`src/exec_pkg.sv`:
```
// Constants and types shared by the execution unit and its divider
`default_nettype none
package exec_pkg;
  // Opcode patterns
  localparam logic [7:0] OP_CMP_IMM_A = 8'hb4;
  localparam logic [7:0] OP_CMP_DIR_A = 8'hb5;
  localparam logic [7:0] OP_CMP_IND = 8'b1011_011?;
  localparam logic [7:0] OP_CMP_REG = 8'b1011_1???;
  localparam logic [7:0] OP_ZERO_A = 8'he4;
  localparam logic [7:0] OP_ZERO_C = 8'hc3;
  localparam logic [7:0] OP_ZERO_BIT = 8'hc2;
  localparam logic [7:0] OP_INV_A = 8'hf4;
  localparam logic [7:0] OP_INV_C = 8'hb3;
  localparam logic [7:0] OP_INV_BIT = 8'hb2;
  localparam logic [7:0] OP_BCD = 8'hd4;
  localparam logic [7:0] OP_RED_A = 8'h14;
  localparam logic [7:0] OP_RED_DIR = 8'h15;
  localparam logic [7:0] OP_RED_IND = 8'b0001_011?;
  localparam logic [7:0] OP_RED_REG = 8'b0001_1???;
  localparam logic [7:0] OP_DIVIDE = 8'h84;
  localparam logic [7:0] OP_LOOP_DIR = 8'hd5;
  localparam logic [7:0] OP_LOOP_REG = 8'b1101_1???;
  // Instruction lengths and machine cycles
  localparam logic [15:0] LEN_1 = 16'h0001;
  localparam logic [15:0] LEN_2 = 16'h0002;
  localparam logic [15:0] LEN_3 = 16'h0003;
  localparam logic [2:0] CYC_1 = 3'h1;
  localparam logic [2:0] CYC_2 = 3'h2;
  localparam logic [2:0] CYC_4 = 3'h4;
  localparam logic [2:0] CNT_ONE = 3'h1;
  // Decimal adjust figures
  localparam logic [3:0] BCD_MAX = 4'h9;
  localparam logic [8:0] BCD_ADJ_LO = 9'h006;
  localparam logic [8:0] BCD_ADJ_HI = 9'h060;
  localparam logic [7:0] BYTE_ONE = 8'h01;
  localparam logic [7:0] BYTE_ZERO = 8'h00;
  // Field positions
  localparam int REG_SEL_LSB = 0;
  localparam int BIT_IDX_LSB = 0;
  localparam int SIGN_BIT = 7;
  localparam int CARRY_BIT = 8;
  // Operand locations
  typedef enum logic [2:0] {
    LOC_NONE, LOC_ACC, LOC_REG, LOC_DIRECT, LOC_INDIRECT, LOC_BIT, LOC_CARRY
  } loc_t;
endpackage : exec_pkg
`default_nettype wire

```
`src/div_unit.sv`:
```
// Two-bit-per-cycle restoring divider for the unsigned divide
`default_nettype none
module div_unit
  import exec_pkg::*;
(
  // Clock and reset
  input wire logic mclk,
  input wire logic sys_rst,
  // Load
  input wire logic load,
  input wire logic [7:0] dividend,
  input wire logic [7:0] divisor,
  // Result of the step now being formed
  output logic [7:0] quotient,
  output logic [7:0] remainder
);

  logic [15:0] acc_q, acc_d;
  logic [7:0] dsr_q, dsr_d;
  logic [15:0] step2;

  // One restoring step on {remainder, shifting dividend}
  function automatic logic [15:0] div_step(input logic [15:0] s,
                                           input logic [7:0] d);
    logic [8:0] t;
    logic [8:0] diff;
    t = {s[15:8], s[7]};
    diff = t - {1'b0, d};
    if (t >= {1'b0, d}) begin
      div_step = {diff[7:0], s[6:0], 1'b1};
    end else begin
      div_step = {t[7:0], s[6:0], 1'b0};
    end
  endfunction

  always_comb begin
    step2 = div_step(div_step(acc_q, dsr_q), dsr_q);
    acc_d = step2;
    dsr_d = dsr_q;
    if (load) begin
      acc_d = div_step(div_step({BYTE_ZERO, dividend}, divisor), divisor);
      dsr_d = divisor;
    end
    quotient = step2[7:0];
    remainder = step2[15:8];
  end

  always_ff @(posedge mclk) begin
    if (sys_rst) begin
      acc_q <= 16'h0000;
      dsr_q <= 8'h00;
    end else begin
      acc_q <= acc_d;
      dsr_q <= dsr_d;
    end
  end

endmodule : div_unit
`default_nettype wire

```
`src/exec_unit.sv`:
```
// Execution unit for compare, clear, complement, adjust, decrement, divide
// Functional notes
// - Compare-branch: 3 bytes, 2 cycles, pc+3, branch if unequal, carry if less.
// - Carry from unsigned comparison; neither compared operand is written.
// - Branch target is advanced pc plus signed last-byte displacement.
// - Clear accumulator to zero, one byte, one cycle, flags kept.
// - Bit clear on carry (1 byte) or direct bit (2 bytes), one cycle.
// - Invert accumulator bits in one cycle, flags kept.
// - Invert carry or direct bit in one cycle, other flags kept.
// - Read-modify-write of a port takes its output latch, not pins, except bit clear, which leaves read_latch low.
// - Adjust adds six if low nibble above nine or half carry; carry-out sets carry.
// - Then adds six to high nibble if carry or nibble above nine.
// - Adjust never clears carry, keeps overflow, one byte one cycle.
// - Decrement acc, register, direct or indirect, wraps to ff, no flags.
// - Divide: quotient to acc, remainder to B, flags cleared, 4 cycles.
// - Zero divisor sets overflow, carry still cleared.
// - Loop decrement wraps, branches only when result nonzero, no flags.
// - Loop counter is a working register or a direct byte only.
// - Register loop form: 2 bytes, 2 cycles, displacement on advanced pc.
`default_nettype none
module exec_unit
  import exec_pkg::*;
(
  // Clock and reset
  input wire logic mclk,
  input wire logic sys_rst,
  // Instruction issue
  input wire logic start,
  input wire logic [7:0] opcode,
  input wire logic [7:0] byte2,
  input wire logic [7:0] byte3,
  input wire logic [15:0] pc_in,
  output logic busy,
  // Operand fetch decode
  output loc_t opnd_loc,
  output logic [2:0] bank_reg_sel,
  output logic pointer_reg,
  output logic read_latch,
  input wire logic [7:0] opnd_data,
  // Architectural state in
  input wire logic [7:0] acc_in,
  input wire logic [7:0] b_in,
  input wire logic carry_in,
  input wire logic half_carry_flag,
  input wire logic signed_wrap_in,
  // Results
  output logic done,
  output logic [15:0] pc_out,
  output logic [7:0] acc_out,
  output logic [7:0] b_out,
  output logic carry_out,
  output logic signed_wrap_flag,
  output logic wr_en,
  output loc_t wr_loc,
  output logic [7:0] wr_data
);

  typedef enum logic [1:0] {ST_IDLE, ST_RUN, ST_DIV} state_t;

  state_t state_q, state_d;
  logic [2:0] cnt_q, cnt_d;
  logic done_q, done_d;
  logic [15:0] pc_q, pc_d;
  logic [7:0] acc_q, acc_d;
  logic [7:0] b_q, b_d;
  logic carry_q, carry_d;
  logic wrap_q, wrap_d;
  logic wr_en_q, wr_en_d;
  loc_t wr_loc_q, wr_loc_d;
  logic [7:0] wr_data_q, wr_data_d;
  logic [7:0] quot, rem;
  logic div_load;
  logic opcode_q_is_loop, loop_d;

  // Nibble above nine, used by both adjust steps
  function automatic logic over_nine(input logic [3:0] n);
    over_nine = n > BCD_MAX;
  endfunction

  // Advanced pc plus sign-extended displacement
  function automatic logic [15:0] rel_target(input logic [15:0] pc,
                                             input logic [7:0] rel);
    rel_target = pc + {{8{rel[SIGN_BIT]}}, rel};
  endfunction

  div_unit u_div (
    .mclk(mclk),
    .sys_rst(sys_rst),
    .load(div_load),
    .dividend(acc_in),
    .divisor(b_in),
    .quotient(quot),
    .remainder(rem)
  );

  // ----------------------------------------------------------------
  // Operand decode
  // ----------------------------------------------------------------
  always_comb begin
    bank_reg_sel = opcode[REG_SEL_LSB +: 3];
    pointer_reg = opcode[REG_SEL_LSB];
    opnd_loc = LOC_NONE;
    read_latch = 1'b0;
    casez (opcode)
      OP_CMP_DIR_A: opnd_loc = LOC_DIRECT;
      OP_CMP_IND: opnd_loc = LOC_INDIRECT;
      OP_CMP_REG: opnd_loc = LOC_REG;
      OP_ZERO_BIT: opnd_loc = LOC_BIT;
      OP_INV_BIT: begin
        opnd_loc = LOC_BIT;
        read_latch = 1'b1;
      end
      OP_RED_DIR, OP_LOOP_DIR: begin
        opnd_loc = LOC_DIRECT;
        read_latch = 1'b1;
      end
      OP_RED_IND: begin
        opnd_loc = LOC_INDIRECT;
        read_latch = 1'b1;
      end
      OP_RED_REG, OP_LOOP_REG: begin
        opnd_loc = LOC_REG;
        read_latch = 1'b1;
      end
      default: opnd_loc = LOC_NONE;
    endcase
  end

  // ----------------------------------------------------------------
  // Execute and sequence
  // ----------------------------------------------------------------
  always_comb begin
    logic [2:0] cyc;
    logic [15:0] len;
    logic [7:0] lhs, rhs, dec_val, rel, bmask;
    logic take;
    logic [8:0] s1, s2;
    logic c1;
    cyc = CYC_1;
    len = LEN_1;
    lhs = acc_in;
    rhs = byte2;
    dec_val = opnd_data - BYTE_ONE;
    rel = byte3;
    bmask = BYTE_ONE << byte2[BIT_IDX_LSB +: 3];
    take = 1'b0;
    s1 = 9'h000;
    s2 = 9'h000;
    c1 = 1'b0;
    state_d = state_q;
    cnt_d = cnt_q;
    done_d = 1'b0;
    pc_d = pc_q;
    acc_d = acc_q;
    b_d = b_q;
    carry_d = carry_q;
    wrap_d = wrap_q;
    wr_en_d = 1'b0;
    wr_loc_d = wr_loc_q;
    wr_data_d = wr_data_q;
    div_load = 1'b0;
    case (state_q)
      ST_IDLE: begin
        if (start) begin
          acc_d = acc_in;
          b_d = b_in;
          carry_d = carry_in;
          wrap_d = signed_wrap_in;
          wr_loc_d = opnd_loc;
          wr_data_d = opnd_data;
          casez (opcode)
            OP_CMP_IMM_A, OP_CMP_DIR_A, OP_CMP_IND, OP_CMP_REG: begin
              len = LEN_3;
              cyc = CYC_2;
              if (opcode == OP_CMP_DIR_A) begin
                rhs = opnd_data;
              end else if (opcode != OP_CMP_IMM_A) begin
                lhs = opnd_data;
              end
              take = lhs != rhs;
              carry_d = lhs < rhs;
            end
            OP_ZERO_A: acc_d = BYTE_ZERO;
            OP_ZERO_C: carry_d = 1'b0;
            OP_ZERO_BIT: begin
              len = LEN_2;
              wr_en_d = 1'b1;
              wr_data_d = opnd_data & ~bmask;
            end
            OP_INV_A: acc_d = ~acc_in;
            OP_INV_C: carry_d = ~carry_in;
            OP_INV_BIT: begin
              len = LEN_2;
              wr_en_d = 1'b1;
              wr_data_d = opnd_data ^ bmask;
            end
            OP_BCD: begin
              s1 = {1'b0, acc_in};
              if (over_nine(acc_in[3:0]) || half_carry_flag) begin
                s1 = s1 + BCD_ADJ_LO;
              end
              c1 = carry_in | s1[CARRY_BIT];
              s2 = {1'b0, s1[7:0]};
              if (c1 || over_nine(s1[7:4])) begin
                s2 = s2 + BCD_ADJ_HI;
              end
              acc_d = s2[7:0];
              carry_d = c1 | s2[CARRY_BIT];
            end
            OP_RED_A: acc_d = acc_in - BYTE_ONE;
            OP_RED_DIR, OP_RED_IND, OP_RED_REG: begin
              if (opcode == OP_RED_DIR) begin
                len = LEN_2;
              end
              wr_en_d = 1'b1;
              wr_data_d = dec_val;
            end
            OP_DIVIDE: begin
              cyc = CYC_4;
              div_load = 1'b1;
              carry_d = 1'b0;
              wrap_d = b_in == BYTE_ZERO;
            end
            OP_LOOP_DIR, OP_LOOP_REG: begin
              cyc = CYC_2;
              len = (opcode == OP_LOOP_DIR) ? LEN_3 : LEN_2;
              rel = (opcode == OP_LOOP_DIR) ? byte3 : byte2;
              wr_en_d = 1'b1;
              wr_data_d = dec_val;
              take = dec_val != BYTE_ZERO;
            end
            default: wr_loc_d = LOC_NONE;
          endcase
          pc_d = pc_in + len;
          if (take) begin
            pc_d = rel_target(pc_in + len, rel);
          end
          if (cyc == CYC_1) begin
            done_d = 1'b1;
          end else begin
            cnt_d = cyc - CNT_ONE;
            state_d = (opcode == OP_DIVIDE) ? ST_DIV : ST_RUN;
            wr_en_d = 1'b0;
          end
        end
      end
      ST_RUN, ST_DIV: begin
        cnt_d = cnt_q - CNT_ONE;
        if (cnt_q == CNT_ONE) begin
          done_d = 1'b1;
          wr_en_d = (wr_loc_q != LOC_NONE) && (state_q == ST_RUN) &&
                    (opcode_q_is_loop);
          state_d = ST_IDLE;
          if (state_q == ST_DIV) begin
            acc_d = quot;
            b_d = rem;
          end
        end
      end
      default: state_d = ST_IDLE;
    endcase
  end

  // Loop writes its counter at the end; compare writes nothing
  always_comb begin
    loop_d = opcode_q_is_loop;
    if (state_q == ST_IDLE && start) begin
      loop_d = (opcode == OP_LOOP_DIR) || (opcode ==? OP_LOOP_REG);
    end
  end

  always_ff @(posedge mclk) begin
    if (sys_rst) begin
      state_q <= ST_IDLE;
      cnt_q <= 3'h0;
      done_q <= 1'b0;
      pc_q <= 16'h0000;
      acc_q <= 8'h00;
      b_q <= 8'h00;
      carry_q <= 1'b0;
      wrap_q <= 1'b0;
      wr_en_q <= 1'b0;
      wr_loc_q <= LOC_NONE;
      wr_data_q <= 8'h00;
      opcode_q_is_loop <= 1'b0;
    end else begin
      state_q <= state_d;
      cnt_q <= cnt_d;
      done_q <= done_d;
      pc_q <= pc_d;
      acc_q <= acc_d;
      b_q <= b_d;
      carry_q <= carry_d;
      wrap_q <= wrap_d;
      wr_en_q <= wr_en_d;
      wr_loc_q <= wr_loc_d;
      wr_data_q <= wr_data_d;
      opcode_q_is_loop <= loop_d;
    end
  end

  assign busy = state_q != ST_IDLE;
  assign done = done_q;
  assign pc_out = pc_q;
  assign acc_out = acc_q;
  assign b_out = b_q;
  assign carry_out = carry_q;
  assign signed_wrap_flag = wrap_q;
  assign wr_en = wr_en_q;
  assign wr_loc = wr_loc_q;
  assign wr_data = wr_data_q;

endmodule : exec_unit
`default_nettype wire

```
`config.mk`:
```
export PLATFORM = sky130hd
export DESIGN_NAME = exec_unit
export DESIGN_NICKNAME = d
export VERILOG_FILES = /design/src/exec_pkg.sv /design/src/div_unit.sv /design/src/exec_unit.sv
export SDC_FILE = /design/constraint.sdc
export NUM_CORES = 1
export LEC_CHECK = 0
export ABC_CLOCK_PERIOD_IN_PS = 6100
export BUFFER_PORTS_ARGS = -buffer_cell sky130_fd_sc_hd__buf_2
export CAP_MARGIN = 25
export CORE_ASPECT_RATIO = 1.5
export CORE_UTILIZATION = 35
export DETAILED_ROUTE_END_ITERATION = 12
export GPL_ROUTABILITY_DRIVEN = 0
export SLEW_MARGIN = 40
export SYNTH_ARGS = -nofsm -noshare
export SYNTH_HDL_FRONTEND = slang
export SYNTH_SLANG_ARGS = --single-unit
```
`constraint.sdc`:
```
create_clock -name mclk -period 6.1 [get_ports mclk]
set_input_delay 0.915 -clock mclk [delete_from_list [all_inputs] [get_ports mclk]]
set_output_delay 0.915 -clock mclk [all_outputs]
set_load 0.005 [all_outputs]
```
==> results of run 1 <==
==> power breakdown <==
| part | total [mW] | internal, mW | switching, mW |
|---|---|---|---|
| clock network | 0.574 | 0.322 | 0.252 |
| registers | 0.603 | 0.563 | 0.0399 |
| logic | 1.35 | 0.570 | 0.779 |
==> layout make-up <==
class / instances / area [µm²] / area share
multi-input combinational: 847 / 5743 / 0.6478
sequential: 77 / 1541 / 0.1739
timing repair buffer: 136 / 739.5 / 0.08342
tap: 272 / 340.3 / 0.03839
clock buffer: 9 / 225.2 / 0.02541
inverter: 52 / 195.2 / 0.02202
clock inverter: 7 / 80.08 / 0.009033
==> routing by layer <==
metal  part of all wire  up-vias  global-route usage  wire [µm]
met1               0.39     3746              0.2451       9762
met5                  0        -                   0          0
met3              0.048       65             0.03929       1192
met4              0.045        0              0.1214       1120
li1                   -     3986                   -          -
met2               0.52      232              0.4201      13010
==> sequential cells by signal (all words and copies together), names as in the netlist, 3 cells and up <==
| signal | count |
|---|---|
| cnt_q | 3 |
| pc_out | 16 |
| wr_data | 8 |
| u_div.dsr_q | 8 |
| b_out | 8 |
| wr_loc | 3 |
| u_div.acc_q | 16 |
| acc_out | 8 |
==> worst paths after layout <==
check	from	to	cells after the start
worst min register to register	acc_out[3]$_SDFFE_PP0P_	acc_out[3]$_SDFFE_PP0P_	2
worst max register to register	u_div.dsr_q[4]$_SDFFE_PP0P_	b_out[7]$_SDFFE_PP0P_	15
worst max-delay path	opcode[7]	pc_out[15]$_SDFFE_PP0P_	17
worst min-delay path	acc_out[3]$_SDFFE_PP0P_	acc_out[3]$_SDFFE_PP0P_	2
==> per-stage QoR <==
step           utilization  area (µm²)  hold slack, ns
3_5_place_dp        0.3939        8556          0.4421
2_1_floorplan            -        7750          0.4312
6_report            0.4082        8865          0.4487
5_1_grt             0.4082        8865          0.4741
3_3_place_gp        0.3915        8502          0.4406
4_1_cts             0.4080        8861          0.4504
==> cell families after synthesis <==
family / share of synthesized area
buffers and inverters: 0.06264
DFF: 0.1989
AOI/OAI and AO/OA: 0.2703
muxes: 0.05812
adders and majority gates: 0.1292
and+or+nand+nor: 0.2357
xor gates and xnor gates: 0.04520
==> synthesized netlist by cell type (12+ instances only) <==
| master | n |
|---|---|
| sky130_fd_sc_hd__a211oi_1 | 31 |
| sky130_fd_sc_hd__a21oi_1 | 89 |
| sky130_fd_sc_hd__a31oi_1 | 13 |
| sky130_fd_sc_hd__clkbuf_1 | 47 |
| sky130_fd_sc_hd__dfxtp_1 | 77 |
| sky130_fd_sc_hd__ha_1 | 72 |
| sky130_fd_sc_hd__inv_1 | 52 |
| sky130_fd_sc_hd__mux2_2 | 16 |
| sky130_fd_sc_hd__mux2i_1 | 24 |
| sky130_fd_sc_hd__nand2_1 | 101 |
| sky130_fd_sc_hd__nand2b_1 | 13 |
| sky130_fd_sc_hd__nand3_1 | 22 |
| sky130_fd_sc_hd__nor2_1 | 98 |
| sky130_fd_sc_hd__nor3_1 | 43 |
| sky130_fd_sc_hd__nor3b_1 | 12 |
| sky130_fd_sc_hd__o211ai_1 | 12 |
| sky130_fd_sc_hd__o21a_1 | 14 |
| sky130_fd_sc_hd__o21ai_0 | 63 |
| sky130_fd_sc_hd__o22ai_1 | 12 |
| sky130_fd_sc_hd__xnor2_1 | 29 |
==> worst max-delay path, stage by stage <==
cell                        delay (ns)
sky130_fd_sc_hd__buf_2            0.21
sky130_fd_sc_hd__or4b_2           0.87
sky130_fd_sc_hd__o2111ai_1        0.40
sky130_fd_sc_hd__ha_1             0.26
sky130_fd_sc_hd__fa_1             0.31
sky130_fd_sc_hd__inv_1            0.06
sky130_fd_sc_hd__nor3_1           0.27
sky130_fd_sc_hd__buf_4            0.18
sky130_fd_sc_hd__xor2_1           0.21
sky130_fd_sc_hd__ha_1             0.31
sky130_fd_sc_hd__and4_1           0.26
sky130_fd_sc_hd__o211a_1          0.14
sky130_fd_sc_hd__a221o_1          0.33
sky130_fd_sc_hd__a31oi_1          0.21
sky130_fd_sc_hd__xor2_1           0.10
sky130_fd_sc_hd__or4b_1           0.47
sky130_fd_sc_hd__nand3_1          0.09
==> cell usage in the layout, fill, tap and decap left out, types with 22 or more instances in the layout <==
cell and instances:
sky130_fd_sc_hd__a211oi_1 31, sky130_fd_sc_hd__a21oi_1 89, sky130_fd_sc_hd__buf_2 125, sky130_fd_sc_hd__dfxtp_1 77, sky130_fd_sc_hd__ha_1 72, sky130_fd_sc_hd__inv_1 52
sky130_fd_sc_hd__mux2i_1 24, sky130_fd_sc_hd__nand2_1 101, sky130_fd_sc_hd__nand3_1 22, sky130_fd_sc_hd__nor2_1 96, sky130_fd_sc_hd__nor3_1 43, sky130_fd_sc_hd__o21ai_0 63
sky130_fd_sc_hd__xnor2_1 29
==> out/qor.yml, run 1 <==
cts:
  cts_sinks: 77
  root_buffer: "sky130_fd_sc_hd__clkbuf_16"
  clk_latency_ns: 0.35
  tritoncts: "built"
  clkTransAtPathRegs_ns: 0.07
  clock_tree.htree_level_count: 3
  post-cts-setup-buffer-count: 0
  post_cts.resized_instances: 0
  cts_max_path_buffers: 2
  cts-buffers-inserted: 9
  postCtsHoldBufs: 0
sta:
  timing_worst_slew_pin_value_ns: 0.7570
  finalHoldViolCount: 0
  timing_max_transition_violations_final: 0
  final.period_utilization: 0.8687
  final.setup.tns_ns: 0
  max-slew-margin-rel: 0.4940
  skew_ns: 0.007062
  achievable-frequency_mhz: 188.7
  grt_setup_unrepaired: "no"
  setup_viol: 0
  layout_min_cycle_time_ns: 5.299
  setup_ws_ns: 0.8011
cells_and_area:
  final_layout_size_suffix_gt1_frac: 0.1729
  antennaDiodeCount: 0
  synthToLayoutAreaGrowth_pct: 14.38
  final-instance-count-excl-fill: 1400
  finish.net_count: 1270
  filler_cell_count: 2324
hold_path:
  hold_path_class: "reg -> reg"
synth:
  yosys_warnings: 0
  postSynthAreaPerCell_um2: 7.438
  synth_top_area_share: 0.1989
  synth_cell_types: 77
  synth_area_leader_cell: "sky130_fd_sc_hd__dfxtp_1"
  number_of_synthesized_flops_with_an_enable_pin: 0
  synth.ff_latch_count: 77
  async_set_reset_flop_share_out_of_synthesis: 0
  seq_area_frac_synth: 0.1989
  syn_area_um2: 7750
  synth_flop_cell: "sky130_fd_sc_hd__dfxtp_1"
  synth_area_leaders: "sky130_fd_sc_hd__dfxtp_1, sky130_fd_sc_hd__ha_1, sky130_fd_sc_hd__a21oi_1"
  mappedNetlistNets: 1189
  syn-instance-count: 1042
die:
  fp.coreArea_um2: 21720
  starting_density_of_the_core: 0.3568
  rows: 66
  io-pin-count: 126
  die-height_um: 184.2
  die-area_um2: 22750
  die_w_um: 123.5
routing:
  drcViolationCount: 0
  drt_first_iter_violations: 433
  via_per_inst: 5.735
  drt-wirelength-per-cell_um: 17.92
  wl_um: 25090
  drtAntennaViolNets: 0
  num_vias: 8029
  first_pass_iters: 5
pwr:
  report.power.total_mw: 2.526
  power_per_cell_area_nw_per_um2: 284.9
  cellLeakagePower_nw: 3.731
  vdd_ir_drop_max_v: 0.0002079
job:
  max_cap_violations: 0
global_routing:
  first_global_vias: 7972
  grt_first_pass_wirelength_um: 40640
  grt_start_max_net_pins: 75
  initial_antenna_violation_count: 1
  grt_usage: 0.2293
  grt_overflow_total: 0
place:
  io_buffer_count: 125
  place_hpwl_um: 19850
  dp_cells: 1384
  post-place-ws_ns: 0.4284
critical_path:
  critical_path.max_fanout: 22
  capturing_element_type_of_the_critical_path: "register"
  worst-setup-path-type: "in -> reg"
  arrival_ns: 5.60
  regToRegSetupSlack_ns: 1.35
  critPathRequiredTime_ns: 6.40
  start_kind: "input pin"
run_status:
  run_status: "finished clean"
Power figures use the tool's default switching activity.
==> inputs of run 2 (changes only) <==
Settings changed: CORE_MARGIN set to 4, CORE_UTILIZATION 35 to 40, GPL_ROUTABILITY_DRIVEN 0 to not set.
==> out/qor.yml, run 2 (same netlist as run 1, synthesis figures left out) <==
critical_path:
  r2r.worst_path.cells: 15
  arrival_ns: 5.82
  cp_cell_sequence: "buf_2 -> and3b_1 -> o21ai_0 -> nand2_1 -> a21oi_1 -> o21ai_0 -> o2111ai_1 -> ha_1 -> fa_1 -> inv_1 -> nor3_1 -> nand3_1 -> xnor2_1 -> ha_1 -> and4_1 -> o211a_1 -> a221o_1 -> a31oi_1 -> xor2_1 -> or4b_1 -> nand3_1"
  worst-setup-path-type: "in -> reg"
  start_kind: "input pin"
  regToRegEndpoint: "b_out[7]$_SDFFE_PP0P_"
  slowest_cell_delay_on_critical_path_ns: 0.57
  regToRegSetupSlack_ns: 1.10
  critPathSlowestCell: "sky130_fd_sc_hd__o21ai_0"
  reg2reg_from: "u_div.dsr_q[2]$_SDFFE_PP0P_"
  capturing_element_type_of_the_critical_path: "register"
  critPathRequiredTime_ns: 6.40
  startpoint: "opcode[1]"
  critical_path.max_fanout: 12
sta:
  max-slew-margin-rel: 0.4573
  timing_max_transition_violations_final: 0
  grt_setup_unrepaired: "no"
  setup_viol: 0
  skew_ns: 0.01205
  final.period_utilization: 0.9039
  hold_ws_ns: 0.4509
  finalHoldViolCount: 0
  final.setup.tns_ns: 0
  layout_min_cycle_time_ns: 5.514
  timing_worst_slew_pin_value_ns: 0.8091
  achievable-frequency_mhz: 181.4
cts:
  post_cts.resized_instances: 0
  tritoncts: "built"
  clock_tree.htree_level_count: 3
  cts_sinks: 77
  clk_latency_ns: 0.36
  post-cts-setup-buffer-count: 0
  cts_max_path_buffers: 2
  cts-buffers-inserted: 9
  clkTransAtPathRegs_ns: 0.07
  root_buffer: "sky130_fd_sc_hd__clkbuf_16"
  postCtsHoldBufs: 0
hold_path:
  hp-start: "acc_out[1]$_SDFFE_PP0P_"
  min_to: "acc_out[1]$_SDFFE_PP0P_"
  min_delay_path_depth: 2
  hold_path_class: "reg -> reg"
cells_and_area:
  filler_cell_count: 2008
  final-instance-count-excl-fill: 1382
  multiInputGateArea_um2: 5739
  layout.cells.most_common: "sky130_fd_sc_hd__buf_2"
  finish.net_count: 1268
  most-common-layout-cells: "sky130_fd_sc_hd__buf_2, sky130_fd_sc_hd__nand2_1, sky130_fd_sc_hd__nor2_1"
  seq_area_um2: 1541
  antennaDiodeCount: 0
  synthToLayoutAreaGrowth_pct: 13.59
  final_layout_size_suffix_gt1_frac: 0.1714
pwr:
  cellLeakagePower_nw: 3.711
  vdd_ir_drop_max_v: 0.0001996
  power_per_cell_area_nw_per_um2: 293.4
routing:
  drt_first_iter_violations: 552
  num_vias: 7986
  route.layer.met1.wl_um: 10400
  via_per_inst: 5.779
  detailroute.wirelength.met3_um: 1108
  wl_um: 25560
  drt-wirelength-per-cell_um: 18.49
  drtAntennaViolNets: 0
  dr.max_layer_used: "met4"
  first_pass_iters: 5
  drcViolationCount: 0
  route.met2.wl_um: 13270
die:
  io-pin-count: 126
  fp.coreArea_um2: 19080
  die-height_um: 178.5
  starting_density_of_the_core: 0.4061
  rows: 62
  die-area_um2: 21710
  die_w_um: 121.7
global_routing:
  grt_overflow_total: 0
  initial_antenna_violation_count: 0
  grt_first_pass_wirelength_um: 40630
  grt_start_max_net_pins: 75
  grt_usage: 0.2343
  first_global_vias: 7903
job:
  max_cap_violations: 0
place:
  gp_routability_congestion: 0.9233
  dp_cells: 1366
  io_buffer_count: 125
  place_hpwl_um: 19900
run_status:
  run_status: "finished clean"
run 2: changes by cell type in the layout (fill, tap and decap cells not counted), sizes merged:
cell    previous run  this run
inv               55        53
clkbuf             9        10
buf              136       134
clkinv             1         2
run 2: per-stage QoR:
step / instance area [µm²] / total power, mW / setup WS [ns] / utilization
after floorplan: 7750 / 1.630 / 0.8899 / -
after global placement: 8481 / 1.989 / 0.4308 / 0.4444
after detailed placement: 8483 / 1.997 / 0.2364 / 0.4445
after CTS: 8793 / 2.595 / 0.5972 / 0.4608
after global routing: 8803 / 2.766 / 0.2031 / 0.4613
final: 8803 / 2.583 / 0.5863 / 0.4613
run 2: routing by layer:
metal | up-vias | global-route usage
met3 | 46 | 0.04632
met2 | 181 | 0.4348
met1 | 3790 | 0.2624
li1 | 3969 | -
met5 | - | 0
met4 | 0 | 0.08318
run 2: worst max-delay path by stage:
stage,endpoint,slack [ns],cells past startpoint
finish,pc_out[15]$_SDFFE_PP0P_,0.59,21
global route,pc_out[15]$_SDFFE_PP0P_,0.20,21
CTS,pc_out[15]$_SDFFE_PP0P_,0.60,21
detailed placement,pc_out[15]$_SDFFE_PP0P_,0.24,21
global placement,pc_out[15]$_SDFFE_PP0P_,0.43,21
floorplan,pc_out[15]$_SDFFE_PP0P_,0.89,19
run 2: worst max-delay path, delay by kind of cell:
family,cells,cell delay [ns]
buffers and inverters,2,0.25
AOI/OAI and AO/OA,7,1.70
and+or+nand+nor,7,1.77
adders and majority gates,3,0.87
xor gates and xnor gates,2,0.30
run 2: power breakdown:
part           internal [mW]  total, mW  switching [mW]
logic                  0.568       1.40           0.831
registers              0.563      0.603          0.0400
clock network          0.331      0.582           0.250
total                   1.46       2.58            1.12
run 2: final cells by class:
cell class                 instances  area share
multi-input combinational        847      0.6519
sequential                        77      0.1751
timing repair buffer             134     0.07916
tap                              256     0.03638
clock buffer                      10     0.02715
inverter                          52     0.02217
clock inverter                     6    0.008101
